### src/dlct_pkg.sv
/*
  Package for the dual legacy counter/timer: register word addresses,
  field positions, reset values and the mode encoding.
  Assumes a 32-bit Avalon-MM slave with word addressing in bytes.
*/
package dlct_pkg;
  // ==========================================================================
  // Register word indexes (register offsets are word indexes, byte = 4 * index).
  // ==========================================================================
  localparam logic [7:0] CTRL_INDEX = 8'h88;
  localparam logic [7:0] MODE_INDEX = 8'h89;
  localparam logic [7:0] DIV_INDEX = 8'h8E;
  localparam logic [7:0] T0_LOW_INDEX = 8'h8A;
  localparam logic [7:0] T1_LOW_INDEX = 8'h8B;
  localparam logic [7:0] T0_HIGH_INDEX = 8'h8C;
  localparam logic [7:0] T1_HIGH_INDEX = 8'h8D;
  localparam logic [7:0] CTRL_RESET = 8'h00;
  localparam logic [7:0] MODE_RESET = 8'h00;
  localparam logic [7:0] DIV_RESET = 8'h00;
  localparam logic [7:0] DIV_WRITE_MASK = 8'h38;
  // ==========================================================================
  // Field positions.
  // ==========================================================================
  localparam int CTRL_T1_FLAG = 7;
  localparam int CTRL_T1_RUN = 6;
  localparam int CTRL_T0_FLAG = 5;
  localparam int CTRL_T0_RUN = 4;
  localparam int MODE_T1_GATE = 7;
  localparam int MODE_T1_CNT = 6;
  localparam int MODE_T1_FIELD = 4;
  localparam int MODE_T0_GATE = 3;
  localparam int MODE_T0_CNT = 2;
  localparam int MODE_T0_FIELD = 0;
  localparam int DIV_T0_BIT = 3;
  localparam int DIV_T1_BIT = 4;
  // ==========================================================================
  // Timing: slow tick divide ratio.
  // ==========================================================================
  localparam int TICK_DIVIDE = 12;
  localparam logic [3:0] TICK_LAST = 4'(TICK_DIVIDE - 1);

  typedef enum logic [1:0] {
    DLCT_MODE_13 = 2'h0,
    DLCT_MODE_16 = 2'h1,
    DLCT_MODE_RELOAD = 2'h2,
    DLCT_MODE_SPLIT = 2'h3
  } dlct_mode_t;

  // Per-timer configuration carrier.
  typedef struct packed {
    logic run;
    logic gate;
    logic cnt_sel;
    logic fast;
    dlct_mode_t mode;
  } dlct_cfg_t;
endpackage : dlct_pkg

### src/dlct_timer.sv
/*
  Dual legacy counter/timer: two 16-bit counters with 13-bit, 16-bit,
  8-bit auto-reload and split modes, reached over Avalon-MM.
  Assumes count and gate pins are synchronous to core_clk.
*/
`timescale 1ns/10ps
`default_nettype none
module dlct_timer (
  input wire logic core_clk,
  input wire logic sys_rst,
  input wire logic [9:0] avs_address,
  input wire logic avs_read,
  input wire logic avs_write,
  input wire logic [31:0] avs_writedata,
  input wire logic [3:0] avs_byteenable,
  output logic [31:0] avs_readdata,
  output logic avs_waitrequest,
  input wire logic t0_count_pin,
  input wire logic t1_count_pin,
  input wire logic t0_gate_input_n,
  input wire logic t1_gate_input_n,
  input wire logic t0_int_ack,
  input wire logic t1_int_ack,
  output logic t1_baud_overflow,
  output logic t0_irq_flag,
  output logic t1_irq_flag
);
  // ==========================================================================
  // Registers and helpers.
  // ==========================================================================
  logic [7:0] timer_run_and_flag_control;
  logic [7:0] timer_mode_select;
  logic [7:0] timer_tick_divider_select;
  logic [7:0] t0_low_byte, t0_high_byte, t1_low_byte, t1_high_byte;
  logic [3:0] div_cnt;
  logic slow_tick;
  logic [1:0] pin_q;
  logic ack_phase;
  logic wr_go, rd_go;
  logic [7:0] wbyte;
  logic [7:0] idx;
  dlct_pkg::dlct_cfg_t cfg0, cfg1;
  logic tick0, tick1, th0_tick;
  logic en0, en1, en_th0;
  logic ovf0, ovf1, ovf_th0;
  logic t0_split;
  logic [7:0] next_t0_low, next_t0_high, next_t1_low, next_t1_high;

  // Address decode helper, used for the write paths; the read path decodes idx in a case.
  function automatic logic hit(input logic [7:0] a, input logic [7:0] reg_idx);
    hit = (a == reg_idx);
  endfunction : hit

  // Byte address to register index; the two low address bits are ignored.
  assign idx = avs_address[9:2];
  assign wbyte = avs_writedata[7:0];
  // One wait state: every access completes on the second edge.
  assign avs_waitrequest = (avs_read | avs_write) & ~ack_phase;
  assign wr_go = avs_write & ack_phase & avs_byteenable[0];
  assign rd_go = avs_read & ack_phase;

  // Wait-state toggler; clears on the completing edge, even while the request is held.
  always_ff @(posedge core_clk or posedge sys_rst) begin
    if (sys_rst) begin
      ack_phase <= 1'b0;
    end else begin
      ack_phase <= (avs_read | avs_write) & ~ack_phase;
    end
  end

  // ==========================================================================
  // Configuration unpacking.
  // ==========================================================================
  assign cfg0.run = timer_run_and_flag_control[dlct_pkg::CTRL_T0_RUN];
  assign cfg0.gate = timer_mode_select[dlct_pkg::MODE_T0_GATE];
  assign cfg0.cnt_sel = timer_mode_select[dlct_pkg::MODE_T0_CNT];
  assign cfg0.fast = timer_tick_divider_select[dlct_pkg::DIV_T0_BIT];
  assign cfg0.mode = dlct_pkg::dlct_mode_t'(timer_mode_select[dlct_pkg::MODE_T0_FIELD +: 2]);
  assign cfg1.run = timer_run_and_flag_control[dlct_pkg::CTRL_T1_RUN];
  assign cfg1.gate = timer_mode_select[dlct_pkg::MODE_T1_GATE];
  assign cfg1.cnt_sel = timer_mode_select[dlct_pkg::MODE_T1_CNT];
  assign cfg1.fast = timer_tick_divider_select[dlct_pkg::DIV_T1_BIT];
  assign cfg1.mode = dlct_pkg::dlct_mode_t'(timer_mode_select[dlct_pkg::MODE_T1_FIELD +: 2]);
  assign t0_split = (cfg0.mode == dlct_pkg::DLCT_MODE_SPLIT);

  // ==========================================================================
  // Tick generation: divide-by-12 enable and pin falling edges.
  // ==========================================================================
  // Free-running divider so the slow tick phase never depends on run bits.
  // The first slow tick after reset therefore falls on the twelfth edge.
  always_ff @(posedge core_clk or posedge sys_rst) begin
    if (sys_rst) begin
      div_cnt <= 4'h0;
    end else if (div_cnt == dlct_pkg::TICK_LAST) begin
      div_cnt <= 4'h0;
    end else begin
      div_cnt <= div_cnt + 4'h1;
    end
  end
  assign slow_tick = (div_cnt == dlct_pkg::TICK_LAST);

  // Previous pin levels; inputs are already synchronous so one stage suffices.
  always_ff @(posedge core_clk or posedge sys_rst) begin
    if (sys_rst) begin
      pin_q <= 2'h0;
    end else begin
      pin_q <= {t1_count_pin, t0_count_pin};
    end
  end

  // Tick source per timer; timer 1 loses the pin source while timer 0 is split.
  // The split high byte of timer 0 follows timer 0's divider bit, never the pin.
  assign tick0 = cfg0.cnt_sel ? (pin_q[0] & ~t0_count_pin)
               : (cfg0.fast | slow_tick);
  assign tick1 = (cfg1.cnt_sel & ~t0_split) ? (pin_q[1] & ~t1_count_pin)
               : (cfg1.fast | slow_tick);
  assign th0_tick = cfg0.fast | slow_tick;

  // Enable: run and (no gate or gate input high).
  assign en0 = cfg0.run & (~cfg0.gate | t0_gate_input_n) & tick0;
  // Timer 1 still runs while timer 0 is split; only its own split field stops it.
  assign en1 = cfg1.run & (~cfg1.gate | t1_gate_input_n) & tick1
             & (cfg1.mode != dlct_pkg::DLCT_MODE_SPLIT);
  assign en_th0 = t0_split & cfg1.run & th0_tick;

  // ==========================================================================
  // Count next-state per timer.
  // ==========================================================================
  // Timer 0 next value and overflow.
  // In 13-bit mode low bits 7..5 simply hold; software must mask them on reads.
  always_comb begin
    next_t0_low = t0_low_byte;
    next_t0_high = t0_high_byte;
    ovf0 = 1'b0;
    ovf_th0 = 1'b0;
    case (cfg0.mode)
      dlct_pkg::DLCT_MODE_13: begin
        if (en0) begin
          {ovf0, next_t0_high, next_t0_low[4:0]} = {1'b0, t0_high_byte, t0_low_byte[4:0]} + 14'h0001;
        end
      end
      dlct_pkg::DLCT_MODE_16: begin
        if (en0) begin
          {ovf0, next_t0_high, next_t0_low} = {1'b0, t0_high_byte, t0_low_byte} + 17'h00001;
        end
      end
      dlct_pkg::DLCT_MODE_RELOAD: begin
        if (en0) begin
          {ovf0, next_t0_low} = {1'b0, t0_low_byte} + 9'h001;
          if (ovf0) begin
            next_t0_low = t0_high_byte;
          end
        end
      end
      default: begin
        if (en0) begin
          {ovf0, next_t0_low} = {1'b0, t0_low_byte} + 9'h001;
        end
        if (en_th0) begin
          {ovf_th0, next_t0_high} = {1'b0, t0_high_byte} + 9'h001;
        end
      end
    endcase
  end

  // Timer 1 next value and overflow; split mode holds the count.
  always_comb begin
    next_t1_low = t1_low_byte;
    next_t1_high = t1_high_byte;
    ovf1 = 1'b0;
    case (cfg1.mode)
      dlct_pkg::DLCT_MODE_13: begin
        if (en1) begin
          {ovf1, next_t1_high, next_t1_low[4:0]} = {1'b0, t1_high_byte, t1_low_byte[4:0]} + 14'h0001;
        end
      end
      dlct_pkg::DLCT_MODE_16: begin
        if (en1) begin
          {ovf1, next_t1_high, next_t1_low} = {1'b0, t1_high_byte, t1_low_byte} + 17'h00001;
        end
      end
      dlct_pkg::DLCT_MODE_RELOAD: begin
        if (en1) begin
          {ovf1, next_t1_low} = {1'b0, t1_low_byte} + 9'h001;
          if (ovf1) begin
            next_t1_low = t1_high_byte;
          end
        end
      end
      default: begin
        next_t1_low = t1_low_byte;
      end
    endcase
  end

  // ==========================================================================
  // Count registers: software writes win over counting in the same cycle.
  // ==========================================================================
  // A run-bit write never touches these bytes, so enabling keeps the count.
  always_ff @(posedge core_clk or posedge sys_rst) begin
    if (sys_rst) begin
      t0_low_byte <= 8'h00;
      t0_high_byte <= 8'h00;
      t1_low_byte <= 8'h00;
      t1_high_byte <= 8'h00;
    end else begin
      t0_low_byte <= (wr_go && hit(idx, dlct_pkg::T0_LOW_INDEX)) ? wbyte : next_t0_low;
      t0_high_byte <= (wr_go && hit(idx, dlct_pkg::T0_HIGH_INDEX)) ? wbyte : next_t0_high;
      t1_low_byte <= (wr_go && hit(idx, dlct_pkg::T1_LOW_INDEX)) ? wbyte : next_t1_low;
      t1_high_byte <= (wr_go && hit(idx, dlct_pkg::T1_HIGH_INDEX)) ? wbyte : next_t1_high;
    end
  end

  // Mode and divider registers.
  // Divider bits other than 5..3 are masked on write, so they read back as zero; unused bit 5 keeps its written value.
  always_ff @(posedge core_clk or posedge sys_rst) begin
    if (sys_rst) begin
      timer_mode_select <= dlct_pkg::MODE_RESET;
      timer_tick_divider_select <= dlct_pkg::DIV_RESET;
    end else if (wr_go) begin
      if (hit(idx, dlct_pkg::MODE_INDEX)) begin
        timer_mode_select <= wbyte;
      end
      if (hit(idx, dlct_pkg::DIV_INDEX)) begin
        timer_tick_divider_select <= wbyte & dlct_pkg::DIV_WRITE_MASK;
      end
    end
  end

  // Control register: hardware set beats any clear in the same cycle.
  // Trade-off: a clear that meets an overflow is lost, so an event is never dropped.
  always_ff @(posedge core_clk or posedge sys_rst) begin
    if (sys_rst) begin
      timer_run_and_flag_control <= dlct_pkg::CTRL_RESET;
    end else begin
      if (wr_go && hit(idx, dlct_pkg::CTRL_INDEX)) begin
        timer_run_and_flag_control <= wbyte;
      end
      if (t0_int_ack) begin
        timer_run_and_flag_control[dlct_pkg::CTRL_T0_FLAG] <= 1'b0;
      end
      if (t1_int_ack) begin
        timer_run_and_flag_control[dlct_pkg::CTRL_T1_FLAG] <= 1'b0;
      end
      if (ovf0) begin
        timer_run_and_flag_control[dlct_pkg::CTRL_T0_FLAG] <= 1'b1;
      end
      if (ovf_th0 || (ovf1 && !t0_split)) begin
        timer_run_and_flag_control[dlct_pkg::CTRL_T1_FLAG] <= 1'b1;
      end
    end
  end

  // Timer 1 overflow pulse for baud generation, registered.
  // It keeps running while timer 0 is split, even though the flag is not set.
  always_ff @(posedge core_clk or posedge sys_rst) begin
    if (sys_rst) begin
      t1_baud_overflow <= 1'b0;
    end else begin
      t1_baud_overflow <= ovf1;
    end
  end

  // Flags leave the block as levels for the interrupt logic.
  assign t0_irq_flag = timer_run_and_flag_control[dlct_pkg::CTRL_T0_FLAG];
  assign t1_irq_flag = timer_run_and_flag_control[dlct_pkg::CTRL_T1_FLAG];

  // Read data: registered on the first edge of a read; unmapped reads give zero.
  // Loading at the first edge keeps the data standing through the completing edge.
  always_ff @(posedge core_clk or posedge sys_rst) begin
    if (sys_rst) begin
      avs_readdata <= 32'h0000_0000;
    end else if (avs_read && !ack_phase) begin
      case (idx)
        dlct_pkg::CTRL_INDEX: avs_readdata <= {24'h000000, timer_run_and_flag_control};
        dlct_pkg::MODE_INDEX: avs_readdata <= {24'h000000, timer_mode_select};
        dlct_pkg::DIV_INDEX: avs_readdata <= {24'h000000, timer_tick_divider_select};
        dlct_pkg::T0_LOW_INDEX: avs_readdata <= {24'h000000, t0_low_byte};
        dlct_pkg::T1_LOW_INDEX: avs_readdata <= {24'h000000, t1_low_byte};
        dlct_pkg::T0_HIGH_INDEX: avs_readdata <= {24'h000000, t0_high_byte};
        dlct_pkg::T1_HIGH_INDEX: avs_readdata <= {24'h000000, t1_high_byte};
        default: avs_readdata <= 32'h0000_0000;
      endcase
    end
  end
endmodule : dlct_timer
`default_nettype wire

### config.mk
export PLATFORM = sky130hd
export DESIGN_NAME = dlct_timer
export DESIGN_NICKNAME = d
export VERILOG_FILES = /design/src/dlct_pkg.sv /design/src/dlct_timer.sv
export SDC_FILE = /design/constraint.sdc
export NUM_CORES = 1
export LEC_CHECK = 0
export ABC_AREA = 0
export BUFFER_PORTS_ARGS = -buffer_cell sky130_fd_sc_hd__buf_4
export CAP_MARGIN = 20
export CORE_ASPECT_RATIO = 1.1
export CORE_MARGIN = 2
export CORE_UTILIZATION = 45
export CTS_BUF_LIST = sky130_fd_sc_hd__clkbuf_4 sky130_fd_sc_hd__clkbuf_8 sky130_fd_sc_hd__clkbuf_16
export CTS_CLUSTER_SIZE = 24
export DETAILED_ROUTE_END_ITERATION = 16
export PLACE_DENSITY = 0.76
export SLEW_MARGIN = 20
export SYNTH_ARGS = -nofsm -noshare
export SYNTH_HDL_FRONTEND = slang
export SYNTH_SLANG_ARGS = --single-unit
### constraint.sdc
create_clock -name core_clk -period 2.4 [get_ports core_clk]
set_input_delay 0.12 -clock core_clk [delete_from_list [all_inputs] [get_ports core_clk]]
set_output_delay 0.12 -clock core_clk [all_outputs]
set_load 0.01 [all_outputs]
* Word level (Yosys, flattened, before mapping) *
Cells that the tools add are included.

cells by class
  add/subtract/negate cells = 8
  equal/unequal tests = 23
  muxes and demuxes = 43
  bitwise operators = 24
  reductions and logical operators = 27

operator list
  operator                                        count
  two-way mux 8 bit                               17
  == test 8 bit (second input constant)           7
  case mux 8 bit (7 select lines)                 1
  adder 16 x 1 -> 17 bit (second input constant)  2
  case mux 5 bit (3 select lines)                 2
  adder 13 x 1 -> 14 bit (second input constant)  2
  adder 8 x 1 -> 9 bit (second input constant)    3
  case mux 8 bit (3 select lines)                 1
  != test 3 bit (second input constant)           7
  case mux 8 bit (2 select lines)                 1
  two-way mux 1 bit                               14
  bitwise AND 1 bit                               13
  nonzero test 3 bit                              4
  two-way mux 5 bit                               2
  case mux 3 bit (3 select lines)                 1
  AND reduction 4 bit                             2
  nonzero test 4 bit                              2
  logical AND 1 bit                               7
  == test 2 bit (second input constant)           3
  != test 2 bit (second input constant)           3
  inverter 1 bit                                  6
  case mux 3 bit (2 select lines)                 1
  AND reduction 2 bit                             3
  AND reduction 3 bit                             2
  12 further kinds                                19

word-level totals
  bits in registers = 91
  output and inout port bits = 36
  word-level logic and storage cells = 141

* Logic depth before layout (Yosys ltp) *
Gate-level depths: netlist of run 1.

  word-level depth = 11
  depth in mapped cells = 9
  mapped depth without buffers = 7

* Worst setup path after synthesis of run 1 *
OpenSTA, ideal clock, no wires.

  path type = flip-flop to flip-flop
  from = reg t1_low_byte[0]
  to = reg t1_low_byte[1]
  arrival = 1.894 ns
  data required time = 2.268 ns
  path slack = 0.374 ns
  cell stages (with the launch flop) = 10
  path through = dfrtp_1 > ha_1 > and4_1 > buf_2 > and3_1 > buf_2 > and2_1 > clkbuf_1 > a221oi_1 > o21ai_0

between the ends
  longest elaborated chain between the ends = 5
  elaborated cells between the ends (all ways) = 9
  those cells by class = add/sub: 3; mux: 6

RTL lines
  what                                 RTL line           source
  from (decl)                          dlct_timer.sv:34   logic [7:0] t0_low_byte, t0_high_byte, t1_low_byte, t1_high_byte;
  from (signal assigned)               dlct_timer.sv:209  t1_low_byte <= (wr_go && hit(idx, dlct_pkg::T1_LOW_INDEX)) ? wbyte : next_t1_low;
  adder 8 x 1 -> 9 bit                 dlct_timer.sv:184  {ovf1, next_t1_low} = {1'b0, t1_low_byte} + 9'h001;
  two-way mux 8 bit                    dlct_timer.sv:185  if (ovf1) begin
  two-way mux 8 bit                    dlct_timer.sv:183  if (en1) begin
  case mux 5 bit (3 select lines) (*)  dlct_timer.sv:171  case (cfg1.mode)
  two-way mux 8 bit (*)                dlct_timer.sv:209

Every way passes the cells marked *; elsewhere a longest branch is shown, timed or not. The select of a mux whose other input is x is not followed.
A chain may end at the register's enable or synchronous reset.

* Worst setup path after layout of run 1 *
  from = reg div_cnt[0]
  to = reg t0_low_byte[5]

between the ends
  longest elaborated chain between the ends = 6

RTL lines
  what                                  RTL line           source
  from (decl)                           dlct_timer.sv:35   logic [3:0] div_cnt;
  from (signal assigned)                dlct_timer.sv:97   div_cnt <= div_cnt + 4'h1;
  == test 4 bit                         dlct_timer.sv:100  assign slow_tick = (div_cnt == dlct_pkg::TICK_LAST);
  bitwise OR 1 bit                      dlct_timer.sv:114  : (cfg0.fast | slow_tick);
  two-way mux 1 bit                     dlct_timer.sv:113  assign tick0 = cfg0.cnt_sel ? (pin_q[0] & ~t0_count_pin)
  bitwise AND 1 bit                     dlct_timer.sv:120  assign en0 = cfg0.run & (~cfg0.gate | t0_gate_input_n) & tick0;
  nonzero test 2 bit (no source line)   n/a
  AND reduction 2 bit (no source line)  n/a
  to (signal assigned)                  dlct_timer.sv:207  t0_low_byte <= (wr_go && hit(idx, dlct_pkg::T0_LOW_INDEX)) ? wbyte : next_t0_low;
  to (decl)                             dlct_timer.sv:34

No other way between the ends.

==> results of run 1 <==
## layout make-up
cell class	instances	area, um2	area share (%)
Inverter	18	67.6	1.21
Tap cell	143	179	3.21
Sequential cell	67	1680	30.1
Clock inverter	6	65.1	1.17
Clock buffer	10	239	4.29
Timing Repair Buffer	57	465	8.35
Multi-Input combinational cell	420	2880	51.7
## layout by cell type (no fill, tap or decap), drive strengths merged, types with 11 or more instances in the layout
cell type and count:
ha 12, xnor2 11, nand2 42, dfrtp 67
o21ai 43, a22o 15, a21oi 24, nand3 17
and3 12, buf 52, mux2 27, conb 24
a31oi 14, nor3 15, a221oi 11, nor2 27
nand4 13, inv 18
## where the power goes
part | total [W] | leakage (nW) | switching (W) | internal, W
Clock | 0.00135 | 0.148 | 0.000523 | 0.000831
Sequential | 0.00119 | 0.882 | 0.0000360 | 0.00115
Combinational | 0.000255 | 1.32 | 0.000158 | 0.0000971
## sequential cells by signal (all words and copies together), names as in the netlist
register,cells
avs_readdata,8
t0_high_byte,8
t0_low_byte,8
t1_high_byte,8
t1_low_byte,8
timer_mode_select,8
timer_run_and_flag_control,8
div_cnt,4
timer_tick_divider_select,3
pin_q,2
ack_phase,1
t1_baud_overflow,1
## metal layers
metal / up-vias / share of wire, % / GRT usage (%)
met5: - / 0 / 0
met4: 0 / 3.9 / 13.5
met3: 45 / 7.4 / 4.57
met2: 229 / 45 / 37.2
met1: 2222 / 44 / 36.3
li1: 2059 / - / -
## worst min path at each step
stage	from	endpoint	slack, ns	depth (start not counted)
after global routing	avs_read	ack_phase	0.08	3
after global placement	sys_rst	t0_low_byte[1]	0.23	3
after CTS	avs_writedata[6]	t0_high_byte[6]	0.06	3
after floorplan	t0_count_pin	pin_q[0]	0.15	0
final	avs_writedata[6]	t0_high_byte[6]	0.06	3
after detailed placement	sys_rst	t0_low_byte[1]	0.23	3
## timing repair
action                                  in CTS  in global routing
hold buffers                                 5                  0
endpoints found under the hold margin       71                  0
endpoints found under the setup margin       0                  0
## critical path: stages (launching register included)
cell and delay [ns]:
dfrtp_1 0.37, ha_1 0.21, and3b_1 0.34, nor3_2 0.12, or2_1 0.36, a2111oi_0 0.52
o21ai_0 0.17
## per-stage QoR
step / cell area [um2] / utilization (%) / cells / setup slack, ns
floorplan: 4930 / - / 559 / 0.374
global placement: 5220 / 50.0 / 700 / 0.308
detailed placement: 5220 / 50.0 / 700 / 0.228
CTS: 5570 / 53.4 / 721 / 0.216
global route: 5570 / 53.4 / 721 / 0.0611
finish: 5570 / 53.4 / 721 / 0.180
## kinds of logic after synthesis
logic type,Yosys count,synth area share (%)
simple gates,177,20.8
fa+ha+maj,12,3.10
other cells,1,0.0773
xor+xnor,15,2.71
flops,67,34.6
compound gates,158,23.2
buf+inv,72,7.79
mux,34,7.72
==> out/results.ini, run 1 <==
[routing]
dr_total_vias = 4555
ant_nets = 0
first_pass_iters = 5
avgRoutedWirePerCell_um = 19.9
routed_wl_um = 14400
drc = 0
drt-initial-drc-count = 488
via_per_inst = 6.32

[yosys]
synth-edff-count = 0
synthMostInstantiatedCell = dfrtp_1
synth_area_leader_cell = dfrtp_1
yosys.area.top_type_share_pct = 34.6
synthCells = 536
ys_seq_area_share_pct = 34.6
yosys_warnings = 0
synth-main-ff-cell = dfrtp_1
syn_avg_cell_area_um2 = 9.05
ys_ff_latch = 67
yosys-top-cells-count = 67 x dfrtp_1, 43 x o21ai_0, 41 x nand2_1
synth.cell_area_um2 = 4850
yosysUniqueCellTypes = 67
synth_area_leaders = dfrtp_1 35%, mux2_2 6.3%, o21ai_0 4.4%
async_flop_share_pct = 100

[global_route]
grt_pass1_wl_um = 22700
grt_use_total_pct = 25.7
overflow = 0
grt_max_degree = 68
grt_pass1_vias = 4222
antenna_found_initial = 0

[outcome]
outcome = finished clean

[timing]
slew_violations = 0
rsz0062_at_grt = no
setup_violations = 0
worstMarginPinSlew_ns = 0.589
layout_min_cycle_time_ns = 2.22
whs_ns = 0.0604
setup_tns_ns = 0
hold_viol = 0
fin_crit_sh_pct = 92.5
relSlewSlack_pct = 60.7
finClkSkew_ns = 0.00582
clock.fmax_ghz = 0.450

[power]
fin_total_pwr_w = 0.00280
peakVddDrop_mv = 0.276
power_density_nw_per_um2 = 502
p_leak_nw = 2.35

[clocking]
tritoncts = yes
cts_buffer_depth = 2
cts-root-buf = clkbuf_16
path_clk_slew_ns = 0.06
postCtsSetupRepairBufs = 0
cts-resized-gates = 0
cts_buffers = 9
cts_max_level = 3
clkLatencyLatePin_ns = 0.34
cts.sinks = 67

[worst_setup_path]
r2r-end = t0_low_byte[5]
r2r_slack_ns = 0.18
worstSetupEndpointType = flop
endpoint = t0_low_byte[5]
crit-reg2reg-launch = div_cnt[0]
start_kind = flop
cp.arrival_ns = 2.42
rr_worst_depth = 6
cp-startpoint = div_cnt[0]
required_ns = 2.60
crit_type = reg -> reg
critical_path_peak_fanout = 9

[floorplan]
core_area_um2 = 10400
start_util_pct = 46.4
fp.dieW_um = 103
die_area_um2 = 11600
ios = 92
die_y_um = 113
row_count = 39

[final_layout]
nets = 641
area_growth_pct = 14.9
n_fill_cell = 956
diodes = 0
drive_gt1_share_pct = 19.7

[flow_run]
max_cap_viol_count = 0

[placement]
io_buffers = 38
place_hpwl_um = 10400
gp_congestion = 0.904

[hold_path]
hold_path.class = in -> reg

(Power assumes the default switching activity.)
==> inputs of run 2 (changes only) <==
--- a/config.mk
+++ b/config.mk
@@ -14,6 +14,7 @@
 export CTS_BUF_LIST = sky130_fd_sc_hd__clkbuf_4 sky130_fd_sc_hd__clkbuf_8 sky130_fd_sc_hd__clkbuf_16
 export CTS_CLUSTER_SIZE = 24
 export DETAILED_ROUTE_END_ITERATION = 16
+export MAX_ROUTING_LAYER = met4
 export PLACE_DENSITY = 0.76
 export SLEW_MARGIN = 20
 export SYNTH_ARGS = -nofsm -noshare
==> run 2 against run 1 <==
Net effect:
- non-clock buffer count grew 1
- routed wire length increased by 2.7%
- worst setup slack got worse by 0.073 ns
- maximum frequency shrank 3.2%
- clock-buffer cell count unchanged
- sequential power about the same
- clock skew is 0.00074 ns lower
- sequential cell count unchanged
- cell area up 0.81%
- hold slack improved by 0.0054 ns
- sequential share of layout area is 0.24 points lower
- largest power group unchanged
==> out/results.ini, run 2 (synthesis results as in run 1) <==
[outcome]
outcome = finished clean

[timing]
fin_crit_sh_pct = 95.5  ; +3.0 points
rsz0062_at_grt = no
slew_violations = 0  ; unchanged
setup_violations = 0  ; unchanged
clock.fmax_ghz = 0.436  ; -3.2%
worstMarginPinSlew_ns = 0.554  ; -0.0346 ns
layout_min_cycle_time_ns = 2.29  ; +0.0726 ns
relSlewSlack_pct = 62.8  ; +2.0 points
hold_viol = 0  ; unchanged
setup_tns_ns = 0  ; unchanged
finClkSkew_ns = 0.00508  ; -0.000743 ns

[worst_setup_path]
cp_slowest_cell = or3_1
start_kind = flop
cp-startpoint = timer_mode_select[4]
cp.arrival_ns = 2.51  ; +0.09 ns
rr_worst_depth = 6  ; unchanged
crit_cells = 6  ; unchanged
max_stage_delay_ns = 0.48  ; -0.04 ns
endpoint = t1_low_byte[1]
path_delay_family = compound AO/OA/AOI/OAI gates
r2r-end = t1_low_byte[1]
worstSetupEndpointType = flop
crit-reg2reg-launch = timer_mode_select[4]
crit_chain = ha_1, nand2b_1, a221o_1, or3_1, a221oi_1, o21ai_0
crit_type = reg -> reg
critical_path_peak_fanout = 6  ; -3
required_ns = 2.61  ; about the same
r2r_slack_ns = 0.11  ; -0.07 ns
path_buf_inv = 0  ; unchanged

[clocking]
postCtsSetupRepairBufs = 0  ; unchanged
path_clk_slew_ns = 0.06  ; about the same
cts.sinks = 67  ; unchanged
cts_buffer_depth = 2  ; unchanged
tritoncts = yes
cts_max_level = 3  ; unchanged
cts-root-buf = clkbuf_16
cts_buffers = 9  ; unchanged
clkLatencyLatePin_ns = 0.34  ; about the same

[floorplan]
die_area_um2 = 11600  ; unchanged
ios = 92  ; unchanged
row_count = 39  ; unchanged
core_area_um2 = 10400  ; unchanged
start_util_pct = 46.4  ; unchanged
die_y_um = 113  ; unchanged
fp.dieW_um = 103  ; unchanged

[placement]
io_buffers = 38  ; unchanged
gp_congestion = 0.928  ; +2.6%
dp.cells = 701  ; +0.14%
place_hpwl_um = 10800  ; +3.9%

[global_route]
grt_pass1_vias = 4297  ; +1.8%
grt_pass1_wl_um = 23500  ; +3.2%
use_met2_pct = 40.6  ; +3.3 points
overflow = 0  ; unchanged
grt_use_total_pct = 27.3  ; +1.6 points
use_met1_pct = 37.7  ; +1.4 points
grt_max_degree = 25  ; -63%
antenna_found_initial = 0  ; unchanged
met3_usage_pct = 4.45  ; -0.12 points
gr-max-usage-layer = met2

[routing]
drt-initial-drc-count = 401  ; -18%
dr_total_vias = 4489  ; -1.4%
avgRoutedWirePerCell_um = 20.4  ; +2.5%
drc = 0  ; unchanged
ant_nets = 0  ; unchanged
first_pass_iters = 5  ; unchanged
routed_wl_um = 14800  ; +2.7%
via_per_inst = 6.22  ; -1.6%

[final_layout]
final_common_cell = dfrtp_1
nets = 642  ; +0.16%
layout.cells.non_filler = 722  ; +0.14%
diodes = 0  ; unchanged
area_growth_pct = 15.9
mostFrequentLayoutCells = 67 x dfrtp_1, 52 x buf_4, 43 x o21ai_0
drive_gt1_share_pct = 19.9  ; +0.14 points

[power]
power_density_nw_per_um2 = 536  ; +6.7%
peakVddDrop_mv = 0.274  ; -0.83%
p_leak_nw = 2.37  ; +1.0%

[hold_path]
worstHoldPathCells = 3  ; unchanged
hold_path.class = in -> reg

[flow_run]
max_cap_viol_count = 0  ; unchanged

## run 2: how the worst min path moves through the flow
stage	from	slack, ns	to
global route	avs_read	0.09	ack_phase
finish	avs_read	0.07	ack_phase
CTS	avs_read	0.07	ack_phase
detailed placement	sys_rst	0.19	t0_low_byte[1]
floorplan	t0_count_pin	0.15	pin_q[0]
global placement	sys_rst	0.19	t0_low_byte[1]
## run 2: tightest hold or removal path, stage by stage
cell,delay [ns]
buf_4,0.11
nor2_1,0.07
nor2_1,0.06
## run 2: final cells by class
type / count / area (um2)
Inverter: 18 / 67.6
Fill cell: 993 / 4820
Multi-Input combinational cell: 420 / 2880
Sequential cell: 67 / 1680
Tap cell: 143 / 179
Clock inverter: 6 / 113
Timing Repair Buffer: 58 / 460
Clock buffer: 10 / 239
## run 2: metrics by stage
| step | hold slack (ns) | util [%] | cell area, um2 | worst slack, ns | total power [W] |
|---|---|---|---|---|---|
| floorplan | 0.151 | - | 4930 | 0.374 | 0.00137 |
| global placement | 0.190 | 49.9 | 5210 | 0.131 | 0.00145 |
| detailed placement | 0.192 | 49.9 | 5210 | 0.0882 | 0.00145 |
| CTS | 0.0661 | 53.8 | 5620 | 0.0684 | 0.00301 |
| global route | 0.0901 | 53.8 | 5620 | 0.0134 | 0.00311 |
| finish | 0.0658 | 53.8 | 5620 | 0.107 | 0.00301 |
## run 2: repair_timing
item	4_1_cts	5_1_grt
resized for setup	0	2
endpoints found under the setup margin	0	2
hold buffers	5	0
endpoints found under the hold margin	26	0
## run 2: metal layers
| layer | vias up | wire [um] | part of all wire [%] |
|---|---|---|---|
| met5 | - | 0 | 0 |
| met2 | 196 | 6860 | 47 |
| li1 | 2056 | - | - |
| met1 | 2207 | 6530 | 44 |
| met3 | 30 | 975 | 6.6 |
| met4 | 0 | 383 | 2.6 |
## run 2: power by group
part | internal [W] | switching, W | leakage, nW | total [W]
logic | 0.0000956 | 0.000159 | 1.32 | 0.000254
registers | 0.00115 | 0.0000378 | 0.882 | 0.00119
clock network | 0.00104 | 0.000520 | 0.173 | 0.00156
total | 0.00229 | 0.000716 | 2.37 | 0.00301
==> inputs of run 3 (changes only) <==
--- a/config.mk
+++ b/config.mk
@@ -8,7 +8,7 @@
 export ABC_AREA = 0
 export BUFFER_PORTS_ARGS = -buffer_cell sky130_fd_sc_hd__buf_4
 export CAP_MARGIN = 20
-export CORE_ASPECT_RATIO = 1.1
+export CORE_ASPECT_RATIO = 2
 export CORE_MARGIN = 2
 export CORE_UTILIZATION = 45
 export CTS_BUF_LIST = sky130_fd_sc_hd__clkbuf_4 sky130_fd_sc_hd__clkbuf_8 sky130_fd_sc_hd__clkbuf_16
==> run 3 against run 2 <==
Net effect:
- the flow now finishes with violations (negative hold slack)
- cell count up 0.69%
- critical endpoint is now t1_high_byte[7]
- worst setup slack gained 0.12 ns
- via count rose by 3.4%
- sequential cell count did not move
==> out/results.ini, run 3 (synthesis results as in run 1) <==
[clocking]
cts_buffers = 9  ; unchanged
cts-root-buf = clkbuf_16
path_clk_slew_ns = 0.06  ; about the same
cts_buffer_depth = 2  ; unchanged
cts.sinks = 67  ; unchanged
tritoncts = yes
clkLatencyLatePin_ns = 0.34  ; about the same
cts_max_level = 3  ; unchanged

[power]
p_leak_nw = 2.45  ; +3.4%
peakVddDrop_mv = 0.371  ; +35%
fin_total_pwr_w = 0.00322  ; +7.2%
power_density_nw_per_um2 = 561  ; +4.8%

[global_route]
grt_pass1_wl_um = 25500  ; +8.5%
antenna_found_initial = 0  ; unchanged
grt_use_total_pct = 29.8  ; +2.5 points
grt_max_degree = 68  ; +170%
grt_pass1_vias = 4672  ; +8.7%
overflow = 0  ; unchanged

[routing]
avgRoutedWirePerCell_um = 22.8  ; +11%
dr_total_vias = 4640  ; +3.4%
drt-initial-drc-count = 334  ; -17%
via_per_inst = 6.38  ; +2.7%
routed_wl_um = 16500  ; +12%
drc = 0  ; unchanged
first_pass_iters = 5  ; unchanged
ant_nets = 0  ; unchanged

[flow_run]
max_cap_viol_count = 0  ; unchanged

[worst_setup_path]
start_kind = flop
required_ns = 2.61  ; about the same
cp-startpoint = timer_mode_select[4]
crit_type = reg -> reg
cp.arrival_ns = 2.38  ; -0.13 ns
critical_path_peak_fanout = 6  ; unchanged
crit-reg2reg-launch = timer_mode_select[4]
worstSetupEndpointType = flop

[placement]
io_buffers = 38  ; unchanged
post-place-ws_ns = 0.257  ; +0.169 ns
gp_congestion = 1.01  ; +8.8%
dp.cells = 707  ; +0.86%
place_hpwl_um = 12500  ; +15%

[timing]
hold_viol = 1  ; +1
slew_violations = 0  ; unchanged
setup_violations = 0  ; unchanged
layout_min_cycle_time_ns = 2.17  ; -0.118 ns
whs_ns = -0.00157  ; -0.0674 ns
relSlewSlack_pct = 59.4  ; -3.4 points
finClkSkew_ns = 0.00396  ; -0.00111 ns
setup_tns_ns = 0  ; unchanged
fin_crit_sh_pct = 90.6  ; -4.9 points
setup_slack_ns = 0.225  ; +0.118 ns
worstMarginPinSlew_ns = 0.608  ; +0.0536 ns
rsz0062_at_grt = no
clock.fmax_ghz = 0.460  ; +5.4%

[floorplan]
ios = 92  ; unchanged
fp.dieW_um = 77.4  ; -25%
core_area_um2 = 10500  ; +0.34%
row_count = 53  ; +36%
die_area_um2 = 11700  ; +0.42%
start_util_pct = 46.3  ; -0.16 points
die_y_um = 151  ; +34%

[final_layout]
drive_gt1_share_pct = 21.5  ; +1.7 points
final_core_util_pct = 54.8  ; +1.1 points
nets = 653  ; +1.7%
final_common_cell = dfrtp_1
mostFrequentLayoutCells = 67 x dfrtp_1, 63 x buf_4, 43 x o21ai_0
area_growth_pct = 18.5
layout.cells.non_filler = 727  ; +0.69%
diodes = 0  ; unchanged

[outcome]
outcome = finished with violations
violations = negative hold slack

[hold_path]
hold_path.class = in -> reg
hold_path.startpoint = t1_int_ack

[run 3: through the flow]
stage | hold slack (ns) | cell area (um2)
after floorplan | 0.151 | 4930
after global placement | 0.231 | 5310
after detailed placement | 0.235 | 5310
after CTS | 0.00450 | 5750
after global routing | 0.0145 | 5750
final | -0.00157 | 5750
[run 3: metal layers]
layer / wire (um) / track usage (%)
met1: 5550 / 27.5
met2: 8890 / 53.2
met3: 758 / 4.11
met4: 1350 / 25.8
met5: 0 / -
[run 3: power by group]
part           internal (W)  switching [W]  leakage (nW)
Clock               0.00126       0.000513         0.193
Sequential          0.00115      0.0000394         0.882
Combinational     0.0000995       0.000163          1.38
[run 3: final cells by class]
cell class	instances	area [um2]
Timing Repair Buffer	69	553
Sequential cell	67	1680
Inverter	18	67.6
Clock inverter	6	159
Clock buffer	10	239
Multi-Input combinational cell	420	2880
Tap cell	137	171
Fill cell	939	4730
[run 3: path summary, 6_finish.rpt]
check / end / slack, ns / cells after the start
min in group asynchronous: t1_low_byte[4] / 0.42 / 4
hold / removal: timer_run_and_flag_control[7] / -0.002 / 2
setup / recovery: t1_high_byte[7] / 0.23 / 7
setup reg to reg: t1_high_byte[7] / 0.23 / 7
max in group asynchronous: pin_q[0] / 1.69 / 4
hold reg to reg: div_cnt[0] / 0.48 / 1
[run 3: repair_timing]
action	4_1_cts	5_1_grt
hold buffers	4	0
resized for setup	0	0
buffers inserted	0	0
hold endpoints to repair	70	0
[run 3: worst max-delay path: stages, from the launching register on]
cell and delay [ns]:
dfrtp_1 0.45, ha_1 0.22, nand2b_1 0.16, a221o_1 0.31, buf_4 0.18, a2111oi_1 0.46
xnor2_1 0.18, a21oi_1 0.08
